==> src/rtl/pdbb_pkg.sv <==
// shared types and constants for the parallel data bus buffer
package pdbb_pkg;

  // data bus width and bit positions
  localparam int unsigned PDBB_DATA_W = 8;
  localparam int unsigned PDBB_DATA_BIT_LSB = 0;
  localparam int unsigned PDBB_DATA_BIT_MSB = 7;

  // register port geometry
  localparam int unsigned PDBB_ADDR_W = 4;
  localparam int unsigned PDBB_REG_W = 32;

  // register offsets
  localparam logic [3:0] PDBB_OFS_CTRL = 4'h0;
  localparam logic [3:0] PDBB_OFS_STATUS = 4'h4;
  localparam logic [3:0] PDBB_OFS_LEVELS = 4'h8;
  localparam logic [3:0] PDBB_OFS_ID = 4'hc;

  // control register fields and reset value
  localparam int unsigned PDBB_CTRL_LED_EN = 0;
  localparam int unsigned PDBB_CTRL_LOCK_OUT = 1;
  localparam logic [1:0] PDBB_CTRL_RST = 2'h1;

  // status register fields
  localparam int unsigned PDBB_ST_OK = 0;
  localparam int unsigned PDBB_ST_BUS_EN = 1;
  localparam int unsigned PDBB_ST_DIR_OUT = 2;
  localparam int unsigned PDBB_ST_EN_JMP = 3;
  localparam int unsigned PDBB_ST_OK_JMP = 4;
  localparam int unsigned PDBB_ST_DIR_JMP = 5;
  localparam int unsigned PDBB_ST_DIR_JMP_W = 2;
  localparam int unsigned PDBB_ST_OK_LOST = 7;

  // levels register fields
  localparam int unsigned PDBB_LV_CONN = 0;
  localparam int unsigned PDBB_LV_HOST = 8;

  // block identity word, value is arbitrary
  localparam logic [31:0] PDBB_ID_VALUE = 32'h0000_5a01;

  // reset values of the line groups and the oe_n value that enables driving
  localparam logic [7:0] PDBB_LINES_HIGH = 8'hff;
  localparam logic [7:0] PDBB_OE_N_OFF = 8'hff;
  localparam logic [7:0] PDBB_OE_N_ON = 8'h00;

  // direction jumper positions
  typedef enum logic [1:0] {
    PDBB_DIR_OPEN,
    PDBB_DIR_OUT,
    PDBB_DIR_FOLLOW
  } pdbb_dir_sel_t;

  // jumper inputs travel together, safety inputs in the next bundle
  typedef struct packed {
    logic bus_enable_jumper;
    logic ok_source_jumper;
    pdbb_dir_sel_t bus_direction_jumper;
    logic estop_normal;
  } pdbb_cfg_t;

  typedef struct packed {
    logic fault_n;
    logic estop;
    logic cp_ok;
  } pdbb_safety_t;

  // a bundle of open-drain style line signals
  typedef struct packed {
    logic [7:0] level;
    logic [7:0] oe_n;
  } pdbb_lines_t;

  // level seen on a line with its pull-up
  function automatic logic [7:0] pdbb_pulled(input logic [7:0] driven,
                                              input logic [7:0] level);
    pdbb_pulled = (driven & level) | ~driven;
  endfunction : pdbb_pulled

endpackage : pdbb_pkg

==> src/rtl/pdbb_bus_buffer.sv <==
// eight-bit buffered data path between host port and connectors
//
// Notes on behaviour
// RULE_01: eight data lines pass through buffers between host and connectors.
// RULE_02: direction is fixed out, fixed in, or follows the host select line.
// RULE_03: bit zero is the lowest terminal and bit seven the highest.
// RULE_04: all eight lines always share one direction.
// RULE_05: each line has a pull-up and an indicator lit while it is low.
// RULE_06: host drives lines when out, connector equipment drives them when in.
// RULE_07: disabled in output mode, every connector line shows high.
// RULE_08: in input mode an undriven connector line reads high at the host.
// RULE_09: estop, fault and watchdog may disable the buffers per jumpers.
// RULE_10: always-enabled setting ignores estop, fault and watchdog.
// RULE_11: gated setting enables buffers only while outputs-ok is active.
// RULE_12: follow mode drives connectors on select high, host on select low.
// RULE_13: outputs-ok needs fault high, optionally estop off and watchdog good.
`timescale 1ns/1ps
module pdbb_bus_buffer
  import pdbb_pkg::*;
#(
  parameter int unsigned DATA_W = PDBB_DATA_W
)
(
  input wire logic clk_sys_i,
  input wire logic resetn_i,
  // jumpers
  input wire logic bus_enable_jumper_i,
  input wire logic ok_source_jumper_i,
  input wire logic [1:0] bus_direction_jumper_i,
  input wire logic estop_normal_i,
  // safety inputs
  input wire logic fault_n_i,
  input wire logic estop_i,
  input wire logic cp_ok_i,
  // host port side
  input wire logic select_in_i,
  input wire logic [DATA_W-1:0] host_data_i,
  output logic [DATA_W-1:0] host_data_o,
  output logic [DATA_W-1:0] host_data_oe_n_o,
  // connector side
  input wire logic [DATA_W-1:0] conn_data_i,
  input wire logic [DATA_W-1:0] conn_driven_i,
  output logic [DATA_W-1:0] conn_data_o,
  output logic [DATA_W-1:0] conn_data_oe_n_o,
  // indicators
  output logic [DATA_W-1:0] line_led_n_o,
  output logic ok_led_o,
  // register port
  input wire logic [PDBB_ADDR_W-1:0] reg_addr_i,
  input wire logic [PDBB_REG_W-1:0] reg_wdata_i,
  input wire logic reg_we_i,
  input wire logic reg_re_i,
  output logic [PDBB_REG_W-1:0] reg_rdata_o
);

  pdbb_cfg_t cfg;
  pdbb_safety_t safety;
  logic ok;
  logic dir_out;
  logic bus_en;

  pdbb_lines_t host_d;
  pdbb_lines_t host_q;
  pdbb_lines_t conn_d;
  pdbb_lines_t conn_q;
  logic [DATA_W-1:0] conn_level;
  logic [DATA_W-1:0] line_level;
  logic [DATA_W-1:0] led_n_d;
  logic [DATA_W-1:0] led_n_q;
  logic ok_led_q;

  logic [1:0] ctrl_q;
  logic ok_lost_q;
  logic ok_lost_clr;
  logic [PDBB_REG_W-1:0] rdata_d;
  logic [PDBB_REG_W-1:0] rdata_q;

  // gather jumpers and safety inputs
  always_comb
  begin
    cfg.bus_enable_jumper = bus_enable_jumper_i;
    cfg.ok_source_jumper = ok_source_jumper_i;
    cfg.estop_normal = estop_normal_i;
    case (bus_direction_jumper_i)
      2'h1: cfg.bus_direction_jumper = PDBB_DIR_OUT;
      2'h2: cfg.bus_direction_jumper = PDBB_DIR_FOLLOW;
      default: cfg.bus_direction_jumper = PDBB_DIR_OPEN;
    endcase
    safety.fault_n = fault_n_i;
    safety.estop = estop_i;
    safety.cp_ok = cp_ok_i;
  end

  pdbb_ok_gen u_ok_gen (
    .clk_sys_i(clk_sys_i),
    .resetn_i(resetn_i),
    .cfg_i(cfg),
    .safety_i(safety),
    .ok_o(ok)
  );

  pdbb_dir_ctrl u_dir_ctrl (
    .clk_sys_i(clk_sys_i),
    .resetn_i(resetn_i),
    .cfg_i(cfg),
    .select_in_i(select_in_i),
    .ok_i(ok),
    .dir_out_o(dir_out),
    .bus_en_o(bus_en)
  );

  // connector level after its pull-up
  assign conn_level = pdbb_pulled(conn_driven_i, conn_data_i); // see RULE_08

  // line level that the indicators watch
  always_comb
  begin
    // lock-out releases the connectors, so the pull-ups win
    if (dir_out && bus_en && !ctrl_q[PDBB_CTRL_LOCK_OUT])
    begin
      line_level = host_data_i; // see RULE_06
    end
    else if (dir_out)
    begin
      line_level = PDBB_LINES_HIGH; // see RULE_07
    end
    else
    begin
      line_level = conn_level; // see RULE_06
    end
  end

  // buffer path, same direction for every bit
  always_comb
  begin
    host_d.level = PDBB_LINES_HIGH;
    host_d.oe_n = PDBB_OE_N_OFF;
    conn_d.level = PDBB_LINES_HIGH;
    conn_d.oe_n = PDBB_OE_N_OFF;
    if (bus_en && dir_out && !ctrl_q[PDBB_CTRL_LOCK_OUT])
    begin
      // toward connectors, bit index kept so lsb is lowest terminal
      conn_d.level = host_data_i; // see RULE_01
      conn_d.oe_n = PDBB_OE_N_ON; // see RULE_04
    end
    else if (bus_en && !dir_out)
    begin
      // toward host, undriven lines read high
      host_d.level = conn_level; // see RULE_08
      host_d.oe_n = PDBB_OE_N_ON; // see RULE_04
    end
    else if (dir_out)
    begin
      // released, pull-ups hold the connector high
      conn_d.level = PDBB_LINES_HIGH; // see RULE_07
    end
  end

  // output lines
  always_ff @(posedge clk_sys_i)
  begin
    if (!resetn_i)
    begin
      host_q.level <= PDBB_LINES_HIGH;
      host_q.oe_n <= PDBB_OE_N_OFF;
      conn_q.level <= PDBB_LINES_HIGH;
      conn_q.oe_n <= PDBB_OE_N_OFF;
    end
    else
    begin
      host_q <= host_d; // see RULE_01
      conn_q <= conn_d; // see RULE_03
    end
  end

  // indicators lit while the line is low
  always_comb
  begin
    if (ctrl_q[PDBB_CTRL_LED_EN])
    begin
      led_n_d = line_level; // see RULE_05
    end
    else
    begin
      led_n_d = PDBB_LINES_HIGH;
    end
  end

  // indicator flops
  always_ff @(posedge clk_sys_i)
  begin
    if (!resetn_i)
    begin
      led_n_q <= PDBB_LINES_HIGH;
      ok_led_q <= 1'b0;
    end
    else
    begin
      led_n_q <= led_n_d; // see RULE_05
      ok_led_q <= ok; // see RULE_11
    end
  end

  // control register
  // bit zero lights the indicators, bit one locks the output path off
  always_ff @(posedge clk_sys_i)
  begin
    if (!resetn_i)
    begin
      ctrl_q <= PDBB_CTRL_RST;
    end
    else if (reg_we_i && reg_addr_i == PDBB_OFS_CTRL)
    begin
      ctrl_q <= reg_wdata_i[PDBB_CTRL_LOCK_OUT:PDBB_CTRL_LED_EN];
    end
  end

  // writing one to the status lost bit clears it
  assign ok_lost_clr = reg_we_i && reg_addr_i == PDBB_OFS_STATUS &&
                       reg_wdata_i[PDBB_ST_OK_LOST];

  // sticky record that outputs-ok dropped, set wins over clear
  // a drop and a clear in one cycle leave the bit set
  always_ff @(posedge clk_sys_i)
  begin
    if (!resetn_i)
    begin
      ok_lost_q <= 1'b0;
    end
    else if (ok_led_q && !ok)
    begin
      ok_lost_q <= 1'b1;
    end
    else if (ok_lost_clr)
    begin
      ok_lost_q <= 1'b0;
    end
  end

  // read mux, unmapped offsets read zero
  always_comb
  begin
    rdata_d = '0;
    case (reg_addr_i)
      PDBB_OFS_CTRL:
      begin
        rdata_d[PDBB_CTRL_LOCK_OUT:PDBB_CTRL_LED_EN] = ctrl_q;
      end
      PDBB_OFS_STATUS:
      begin
        rdata_d[PDBB_ST_OK] = ok;
        rdata_d[PDBB_ST_BUS_EN] = bus_en;
        rdata_d[PDBB_ST_DIR_OUT] = dir_out;
        rdata_d[PDBB_ST_EN_JMP] = bus_enable_jumper_i;
        rdata_d[PDBB_ST_OK_JMP] = ok_source_jumper_i;
        rdata_d[PDBB_ST_DIR_JMP +: PDBB_ST_DIR_JMP_W] = bus_direction_jumper_i;
        rdata_d[PDBB_ST_OK_LOST] = ok_lost_q;
      end
      PDBB_OFS_LEVELS:
      begin
        rdata_d[PDBB_LV_CONN +: PDBB_DATA_W] = line_level;
        rdata_d[PDBB_LV_HOST +: PDBB_DATA_W] = host_data_i;
      end
      PDBB_OFS_ID:
      begin
        rdata_d = PDBB_ID_VALUE;
      end
      default:
      begin
        rdata_d = '0;
      end
    endcase
  end

  // read data valid only in the cycle after the strobe
  // zero between reads so a stale word is never taken twice
  always_ff @(posedge clk_sys_i)
  begin
    if (!resetn_i)
    begin
      rdata_q <= '0;
    end
    else if (reg_re_i)
    begin
      rdata_q <= rdata_d;
    end
    else
    begin
      rdata_q <= '0;
    end
  end

  // ports straight from flops
  assign host_data_o = host_q.level;
  assign host_data_oe_n_o = host_q.oe_n;
  assign conn_data_o = conn_q.level;
  assign conn_data_oe_n_o = conn_q.oe_n;
  assign line_led_n_o = led_n_q;
  assign ok_led_o = ok_led_q;
  assign reg_rdata_o = rdata_q;

endmodule : pdbb_bus_buffer

==> src/rtl/pdbb_dir_ctrl.sv <==
// bus direction and buffer enable decision
`timescale 1ns/1ps
module pdbb_dir_ctrl
  import pdbb_pkg::*;
(
  input wire logic clk_sys_i,
  input wire logic resetn_i,
  input wire pdbb_cfg_t cfg_i,
  input wire logic select_in_i,
  input wire logic ok_i,
  output logic dir_out_o,
  output logic bus_en_o
);

  logic dir_out_d;
  logic dir_out_q;
  logic bus_en_d;
  logic bus_en_q;

  // one direction for the whole bus
  always_comb
  begin
    case (cfg_i.bus_direction_jumper)
      PDBB_DIR_OUT: dir_out_d = 1'b1; // see RULE_02
      PDBB_DIR_FOLLOW: dir_out_d = select_in_i; // see RULE_12
      PDBB_DIR_OPEN: dir_out_d = 1'b0; // see RULE_02
      default: dir_out_d = 1'b0;
    endcase
  end

  // always enabled or gated by the ok signal
  always_comb
  begin
    if (cfg_i.bus_enable_jumper)
    begin
      bus_en_d = 1'b1; // see RULE_10
    end
    else
    begin
      bus_en_d = ok_i; // see RULE_11
    end
  end

  // registered decision, bus disabled and input during reset
  always_ff @(posedge clk_sys_i)
  begin
    if (!resetn_i)
    begin
      dir_out_q <= 1'b0;
      bus_en_q <= 1'b0;
    end
    else
    begin
      dir_out_q <= dir_out_d; // see RULE_04
      bus_en_q <= bus_en_d; // see RULE_09
    end
  end

  assign dir_out_o = dir_out_q;
  assign bus_en_o = bus_en_q;

endmodule : pdbb_dir_ctrl

==> src/rtl/pdbb_ok_gen.sv <==
// combined outputs-ok generation
`timescale 1ns/1ps
module pdbb_ok_gen
  import pdbb_pkg::*;
(
  input wire logic clk_sys_i,
  input wire logic resetn_i,
  input wire pdbb_cfg_t cfg_i,
  input wire pdbb_safety_t safety_i,
  output logic ok_o
);

  logic ok_d;
  logic ok_q;

  // fault must be high; estop and watchdog only when selected
  always_comb
  begin
    ok_d = safety_i.fault_n; // see RULE_13
    if (cfg_i.estop_normal && safety_i.estop)
    begin
      ok_d = 1'b0; // see RULE_13
    end
    if (cfg_i.ok_source_jumper && !safety_i.cp_ok)
    begin
      ok_d = 1'b0; // see RULE_13
    end
  end

  // held low through reset so the bus starts safe
  always_ff @(posedge clk_sys_i)
  begin
    if (!resetn_i)
    begin
      ok_q <= 1'b0;
    end
    else
    begin
      ok_q <= ok_d;
    end
  end

  assign ok_o = ok_q;

endmodule : pdbb_ok_gen

==> config.mk <==
export PLATFORM = sky130hd
export DESIGN_NAME = pdbb_bus_buffer
export DESIGN_NICKNAME = d
export VERILOG_FILES = /design/src/rtl/pdbb_pkg.sv /design/src/rtl/pdbb_bus_buffer.sv /design/src/rtl/pdbb_dir_ctrl.sv /design/src/rtl/pdbb_ok_gen.sv
export SDC_FILE = /design/constraint.sdc
export NUM_CORES = 1
export LEC_CHECK = 0
export BUFFER_PORTS_ARGS = -buffer_cell sky130_fd_sc_hd__buf_4
export CORE_ASPECT_RATIO = 0.7
export CORE_UTILIZATION = 43
export DETAILED_ROUTE_END_ITERATION = 10
export PLACE_DENSITY = 0.87
export SLEW_MARGIN = 20
export SYNTH_ARGS = -nofsm -noshare
export SYNTH_HDL_FRONTEND = slang
export SYNTH_HIERARCHICAL = 1
export SYNTH_SLANG_ARGS = --single-unit
==> constraint.sdc <==
create_clock -name clk_sys_i -period 2.3 [get_ports clk_sys_i]
set_input_delay 0.575 -clock clk_sys_i [delete_from_list [all_inputs] [get_ports clk_sys_i]]
set_output_delay 0.575 -clock clk_sys_i [all_outputs]
set_load 0.03 [all_outputs]
==> results of run 1 <==
[per-stage QoR]
stage / hold WS, ps / instances
after global placement: 450 / 336
after floorplan: 436 / 218
after CTS: 442 / 344
after global routing: 442 / 344
after detailed placement: 455 / 336
final: 446 / 344
[layer usage]
metal	GRT usage (%)	vias up
li1	-	791
met3	6.31	4
met4	8.13	0
met2	30.4	91
met1	21.7	745
met5	0	-
[final cells by class]
class / count / area (sq um) / share of cell area [%]
Tap cell: 55 / 68.8 / 2.56
Sequential cell: 49 / 981 / 36.5
Inverter: 9 / 33.8 / 1.26
Clock inverter: 2 / 38.8 / 1.44
Multi-Input combinational cell: 123 / 744 / 27.7
Timing Repair Buffer: 100 / 751 / 27.9
Clock buffer: 6 / 72.6 / 2.70
[power groups by stage]
stage	Combinational (W)	Sequential [W]	Clock, W
2_1_floorplan	0.000145	0.000924	0
3_3_place_gp	0.000246	0.000897	0
3_5_place_dp	0.000249	0.000898	0
4_1_cts	0.000250	0.000878	0.000609
5_1_grt	0.000266	0.000880	0.000652
6_report	0.000249	0.000878	0.000603
[placed cells by master, fill, tap and decap left out, types with 2 or more instances in the layout]
cell / instances
nor2b_1: 4
nand2b_1: 12
o22ai_1: 2
ha_1: 2
a21oi_1: 2
nor2_1: 11
and2_1: 2
or3_1: 5
or2b_1: 2
nand3_1: 7
nand2_1: 13
o21ai_1: 3
conb_1: 16
nor3b_1: 2
dfxtp_1: 49
buf_4: 100
inv_1: 8
or2_2: 8
clkbuf_8: 5
mux2i_1: 3
o32ai_1: 7
o21ai_0: 6
and3_1: 5
[cell families (layout without fill, tap and decap cells)]
logic type      after synthesis  in the layout  synth area share [%]
flops                        49             49                  49.5
simple gates                 79             79                  23.5
fa+ha+maj                     2              2                  1.26
compound gates               22             22                  7.64
other cells                   1             16                 0.189
buf+inv                      46            117                  15.8
mux                           4              4                  2.08
[worst paths after layout]
path | cells past startpoint | to
max reg2reg | 2 | conn_data_o[2]
min | 2 | u_ok_gen/ok_o
max | 1 | host_data_oe_n_o[2]
min reg2reg | 2 | ok_lost_q
[flip-flops by register name, summed over array words and instances (netlist names)]
name	count
u_dir_ctrl/bus_en_o	1
ctrl_q	2
line_led_n_o	8
reg_rdata_o	16
conn_data_oe_n_o	1
conn_data_o	8
u_ok_gen/ok_o	1
u_dir_ctrl/dir_out_o	1
ok_led_o	1
ok_lost_q	1
host_data_o	8
host_data_oe_n_o	1
==> results.cfg, run 1 <==
[critical_path]
r2r_slack_ps = 760
cp_max_fo = 8
path_cells = buf_4
cp-start-kind = flip-flop
slowest_stage = dfxtp_1
required_ps = 1730
crit_start = host_data_oe_n_o[6]
arrival_ps = 970
cpPeakStageDelay_ps = 460
r2r-start = u_dir_ctrl/dir_out_o
critPathBufInv = 1
critical-path-top-delay-family = flip-flops
critical_path_class = reg2out
cp-end-kind = primary output

[pwr]
clkPwrFrac_pct = 34.9
ir_worst_vdd_mv = 0.441
power.switching_w = 0.000436
p_comb_share_pct = 14.4
sw_frac_of_total_pct = 25.2
power_frac_seq_pct = 50.7
p_int_w = 0.00129
power.leakage_nw = 1.23
power_density_mw_per_mm2 = 643
p_total_w = 0.00173

[timing]
hold_viol_final = 0
timing.final.crit_share_pct = 67.3
max_clock_freq_mhz = 646
slew_violations = 0
period_minus_slack_ps = 1550
final.setup.worst_slack_ps = 752
relSlewSlack_pct = 56.3
finalClockSkew_ps = 5.76
tns_ps = 0
setup_viol = 0
rsz0062_at_grt = no
worst_pin_slew_ps = 655

[finish]
fillers = 386
nets = 363
utilization_pct = 61.4
area_delta_synth_final_pct = 35.7
drive_gt1_share_pct = 42.9
diodes = 0
final_area_sq_mm = 0.00269

[routing]
route.met3.wl_um = 406
drtIter0Drc = 58
wl_met2_um = 2090
dr.pass1.iters = 4
wl_per_cell_um = 13.0
ant_nets = 0
drc_errors = 0
routed_wl_um = 4460
vias = 1631
top_layer = met4
wl_met1_um = 1930
viasPerCell = 4.74

[synth]
synthMostInstantiatedCell = dfxtp_1
yosys.area.top_type = dfxtp_1
synthArstFlopShare_pct = 0
synth-edff-count = 0
syn_area_per_cell_sq_um = 9.76
syn_area_sq_mm = 0.00198
synth_top_area_share_pct = 49.5
netlist_instances = 203
synth_cell_types = 37
yosysSeqAreaShare_pct = 49.5
synth_flop_cell = dfxtp_1
synthTopCellsByArea = dfxtp_1 49%, buf_4 13%, nand2b_1 3.8%, o32ai_1 3.1%, or2_2 2.5%
ys_warn_count = 6
yosys_register_bits = 49
synth_common_cells = 49 x dfxtp_1, 33 x buf_4, 13 x nand2_1

[clocking]
cts_setup_buffers = 0
clock_latency_ps = 300
cts.htree.levels = 2
path_clk_slew_ps = 90
cts_inserted_buffers = 5
cts_tree = built
hold_buffers = 0
cts-root-buf = clkbuf_8
cts_max_path_buffers = 2
ctsResizeCount = 0
numClockSinks = 49

[placement]
dpl-instance-area_sq_mm = 0.00258
hpwl_um = 3520
port_buffers = 100
gp_congestion = 0.795
dp_slack_ps = 563

[global_route]
grt_pass1_vias = 1416
track_usage_pct = 18.2
overflow = 0
grt_start_max_net_pins = 21
grt_pass1_wl_um = 6650
grt_antenna_before_repair = 0

[die]
fp-row-count = 20
die_area_sq_mm = 0.00489
core_sq_mm = 0.00438
die_x_um = 83.1
io_pins = 146
start_util_pct = 45.3
die_h_um = 58.8

[outcome]
outcome = complete, no violations

[min_path]
min_path_type = in2reg
min-delay-start = estop_i

[flow_run]
cap_violations = 0
Note: power is estimated with default switching activity, not from simulation.
==> inputs of run 2 (changes only) <==
--- a/config.mk
+++ b/config.mk
@@ -5,11 +5,12 @@
 export SDC_FILE = /design/constraint.sdc
 export NUM_CORES = 1
 export LEC_CHECK = 0
+export ABC_AREA = 1
 export BUFFER_PORTS_ARGS = -buffer_cell sky130_fd_sc_hd__buf_4
 export CORE_ASPECT_RATIO = 0.7
-export CORE_UTILIZATION = 43
+export CORE_UTILIZATION = 40
 export DETAILED_ROUTE_END_ITERATION = 10
-export PLACE_DENSITY = 0.87
+export PLACE_DENSITY = 0.82
 export SLEW_MARGIN = 20
 export SYNTH_ARGS = -nofsm -noshare
 export SYNTH_HDL_FRONTEND = slang
==> constraint.sdc (replaced) <==
create_clock -name clk_sys_i -period 1.5 [get_ports clk_sys_i]
set_input_delay 0.375 -clock clk_sys_i [delete_from_list [all_inputs] [get_ports clk_sys_i]]
set_output_delay 0.375 -clock clk_sys_i [all_outputs]
set_load 0.03 [all_outputs]
==> run 2 against run 1 <==
Against the previous run: via count grew 7.6%; die area is 6.5% higher; cell area up 1.3%; clock skew fell by 2.6 ps; utilization decreased by 1.3 points; power rose by 46%; final cell count up 17%; synthesized area is 0.76% lower; critical endpoint is now host_data_oe_n_o[4].
==> results.cfg, run 2 <==
[synth]
synth_cell_types = 19
synthTopCellsByArea = dfxtp_1 50%, buf_4 12%, nand2_1 9.7%, nand3_1 9.4%, inv_1 5.7%
yosys_register_bits = 49
ys_warn_count = 6
synthArstFlopShare_pct = 0
synth_common_cells = 51 x nand2_1, 49 x dfxtp_1, 37 x nand3_1
netlist_instances = 245
syn_area_sq_mm = 0.00197
yosys.area.top_type = dfxtp_1
synth_flop_cell = dfxtp_1
synthMostInstantiatedCell = nand2_1
synth-edff-count = 0
yosysSeqAreaShare_pct = 49.9
synth_top_area_share_pct = 49.9
syn_area_per_cell_sq_um = 8.03

[clocking]
ctsResizeCount = 0
hold_buffers = 0
cts_setup_buffers = 0
clock_latency_ps = 300
cts_inserted_buffers = 5
cts_max_path_buffers = 2
numClockSinks = 49
cts.htree.levels = 2
cts-root-buf = clkbuf_8
cts_tree = built
path_clk_slew_ps = 90

[die]
die_h_um = 60.7
fp-row-count = 20
start_util_pct = 43.4
core_sq_mm = 0.00453
io_pins = 146
die_x_um = 85.8
die_area_sq_mm = 0.00521

[timing]
hold_viol_final = 0
hold_slack_ps = 267
slew_violations = 0
period_minus_slack_ps = 1360
tns_ps = 0
max_clock_freq_mhz = 735
timing.final.crit_share_pct = 90.7
setup_viol = 0
rsz0062_at_grt = no
finalClockSkew_ps = 3.15

[global_route]
track_usage_pct = 18.1
grt_pass1_vias = 1491
grt_pass1_wl_um = 6950
grt_start_max_net_pins = 17
overflow = 0
grt_antenna_before_repair = 0

[routing]
wl_met1_um = 2060
route.met3.wl_um = 353
routed_wl_um = 4630
viasPerCell = 4.34
wl_met2_um = 2180
vias = 1755
ant_nets = 0
top_layer = met4
drc_errors = 0
wl_per_cell_um = 11.5
drtIter0Drc = 61
dr.pass1.iters = 4

[finish]
mostFrequentLayoutCells = 102 x buf_4, 51 x nand2_1, 49 x dfxtp_1
final_area_sq_mm = 0.00273
mostFrequentLayoutCell = buf_4
drive_gt1_share_pct = 36.4
area_delta_synth_final_pct = 38.5
diodes = 0
largest_register_ffs = 16
nets = 412

[critical_path]
cp-start-kind = flip-flop
arrival_ps = 990
critPathBufInv = 1
required_ps = 1120
critical_path_class = reg2out
path_cells = buf_4
critical-path-top-delay-family = flip-flops
slowest_stage = dfxtp_1
cpPeakStageDelay_ps = 470
cp_max_fo = 8
cp-end-kind = primary output

[flow_run]
cap_violations = 0

[placement]
hpwl_um = 3710
port_buffers = 100
dpl-instance-area_sq_mm = 0.00264
gp_congestion = 0.783

[min_path]
min_path_type = in2reg

[pwr]
ir_worst_vdd_mv = 0.449
power_density_mw_per_mm2 = 925
p_total_w = 0.00252
power.leakage_nw = 1.34

[outcome]
outcome = complete, no violations
[run 2: cell types whose count changed in the layout (fill, tap and decap cells not counted), moves of 5 or more]
cell	before	now
a21oi_1	2	14
and3_1	5	0
inv_1	8	30
inv_2	1	6
nand2_1	13	51
nand2b_1	12	0
nand3_1	7	37
nor2_1	11	4
o21ai_0	6	0
o32ai_1	7	0
or2_2	8	0
or3_1	5	0
[run 2: report_power, final]
group | internal [W] | total [W] | leakage [nW] | switching [W]
clock | 0.000331 | 0.000778 | 0.0445 | 0.000446
combinational | 0.000150 | 0.000400 | 0.902 | 0.000250
sequential | 0.00133 | 0.00134 | 0.399 | 0.0000140
[run 2: cell families (layout without fill, tap and decap cells)]
kind of cell	count (synthesis)	after routing	synth area share [%]
and+or+nand+nor	105	105	24.6
buffers and inverters	71	149	19.5
DFF	49	49	49.9
AOI/OAI and AO/OA	17	17	4.64
adders and majority gates	2	2	1.27
other	1	16	0.191
[run 2: layout make-up]
class / instances / area, sq um
timing repair buffer: 102 / 766
clock inverter: 3 / 21.3
fill: 426 / 1800
inverter: 39 / 146
clock buffer: 5 / 68.8
sequential: 49 / 981
multi-input combinational: 140 / 659
tap: 66 / 82.6
[run 2: stage by stage]
step	setup WS [ps]	utilization (%)	std cells
final	140	60.2	404
after global routing	68.4	60.2	404
after CTS	128	60.2	404
after detailed placement	147	58.2	396
after global placement	152	58.2	396
after floorplan	307	-	260
[run 2: layer usage]
metal | vias up | track usage [%]
li1 | 902 | -
met1 | 776 | 22.9
met2 | 73 | 30.3
met3 | 4 | 6.53
met4 | 0 | 3.81
met5 | - | 0
[run 2: path summary, 6_finish.rpt]
| kind | slack, ps | start | cells past startpoint | endpoint |
|---|---|---|---|---|
| setup / recovery | 140 | host_data_oe_n_o[6] | 1 | host_data_oe_n_o[4] |
| hold / removal | 270 | conn_driven_i[1] | 2 | host_data_o[1] |
| setup reg to reg | 250 | u_dir_ctrl/dir_out_o | 5 | conn_data_o[7] |
| hold reg to reg | 470 | u_ok_gen/ok_o | 2 | ok_led_o |
==> inputs of run 3 (changes only) <==
--- a/config.mk
+++ b/config.mk
@@ -8,9 +8,9 @@
 export ABC_AREA = 1
 export BUFFER_PORTS_ARGS = -buffer_cell sky130_fd_sc_hd__buf_4
 export CORE_ASPECT_RATIO = 0.7
-export CORE_UTILIZATION = 40
+export CORE_UTILIZATION = 29
 export DETAILED_ROUTE_END_ITERATION = 10
-export PLACE_DENSITY = 0.82
+export PLACE_DENSITY = 0.63
 export SLEW_MARGIN = 20
 export SYNTH_ARGS = -nofsm -noshare
 export SYNTH_HDL_FRONTEND = slang
==> run 3 against run 2 <==
Against the previous run: die area is 37% higher; wire length is 7.5% higher; combinational power hardly changed; critical endpoint is now host_data_oe_n_o[2]; largest power group unchanged; register-to-register slack better by 30 ps.
==> results.cfg, run 3 (synthesized netlist as in run 2, its figures left out) <==
[outcome]
outcome = complete, no violations

[timing]
hold_slack_ps = 249
max_clock_freq_mhz = 739
slew_violations = 0
setup_viol = 0
period_minus_slack_ps = 1350
finalClockSkew_ps = 11.1
timing.final.crit_share_pct = 90.2
rsz0062_at_grt = no
hold_viol_final = 0
tns_ps = 0

[min_path]
min_path_type = in2reg
min-delay-start = conn_driven_i[4]

[routing]
vias = 1723
routed_wl_um = 4980
dr.pass1.iters = 4
drc_errors = 0
viasPerCell = 4.03
drtIter0Drc = 51
wl_per_cell_um = 11.6
ant_nets = 0

[global_route]
grt_pass1_wl_um = 7530
track_usage_pct = 14.1
grt_antenna_before_repair = 0
grt_pass1_vias = 1559
grt_start_max_net_pins = 17
overflow = 0

[critical_path]
critical_path_class = reg2out
r2r-start = u_dir_ctrl/dir_out_o
crit_start = host_data_oe_n_o[6]
cpPeakStageDelay_ps = 460
required_ps = 1120
cp_max_fo = 8
critPathBufInv = 1
path_cells = buf_4
critical-path-top-delay-family = flip-flops
cp-end-kind = primary output
arrival_ps = 980
cp-start-kind = flip-flop
slowest_stage = dfxtp_1
r2r_slack_ps = 280

[flow_run]
cap_violations = 0

[clocking]
cts-root-buf = clkbuf_8
hold_buffers = 0
cts_max_path_buffers = 2
cts_tree = built
cts_inserted_buffers = 5
path_clk_slew_ps = 100
clock_latency_ps = 310
cts_setup_buffers = 0
cts.htree.levels = 2
numClockSinks = 49
ctsResizeCount = 0

[finish]
nets = 411
diodes = 0
seq_area_sq_um = 981
multi_input_area_sq_um = 659
final_area_sq_mm = 0.00275
drive_gt1_share_pct = 36.2
mostFrequentLayoutCell = buf_4
area_delta_synth_final_pct = 39.8
mostFrequentLayoutCells = 101 x buf_4, 51 x nand2_1, 49 x dfxtp_1
largest_register_ffs = 16
fillers = 675

[die]
die_h_um = 70.9
die_x_um = 100
fp-row-count = 24
core_sq_mm = 0.00640
die_area_sq_mm = 0.00712
io_pins = 146
start_util_pct = 30.8

[pwr]
ir_worst_vdd_mv = 0.396
power.leakage_nw = 1.34
power_density_mw_per_mm2 = 925

[placement]
gp_congestion = 0.802
port_buffers = 100
hpwl_um = 3960
dpl-instance-area_sq_mm = 0.00266
## run 3: metrics by stage
step | setup slack [ps] | util [%] | std cells | total power [W]
final | 147 | 43.0 | 428 | 0.00254
after global routing | 84.3 | 43.0 | 428 | 0.00266
after CTS | 124 | 43.0 | 428 | 0.00258
after detailed placement | 111 | 41.6 | 420 | 0.00177
after global placement | 116 | 41.6 | 420 | 0.00177
after floorplan | 307 | - | 260 | 0.00164
## run 3: per-layer routing
metal	GRT usage [%]	up-vias	wire [um]
li1	-	896	-
met3	5.24	7	426
met1	18.3	745	2350
met2	21.6	75	2120
met5	0	-	0
met4	4.83	0	75
## run 3: cell type report
cell class	instances	share of cell area (%)
well taps	91	4.14
clock inverters	3	0.774
multi-input cells	140	24.0
clock buffers	5	2.50
flip-flops and latches	49	35.7
inverters	39	5.33
repair buffers	101	27.6
## run 3: final timing paths
path                                            end  cells past startpoint
worst max-delay path            host_data_oe_n_o[2]                      1
worst min-delay path                 host_data_o[4]                      2
worst max register to register       conn_data_o[2]                      5
worst min register to register             ok_led_o                      2
## run 3: power breakdown
part / switching, W / total, W / internal, W
Clock: 0.000468 / 0.000800 / 0.000332
Combinational: 0.000251 / 0.000399 / 0.000148
Sequential: 0.0000138 / 0.00134 / 0.00133
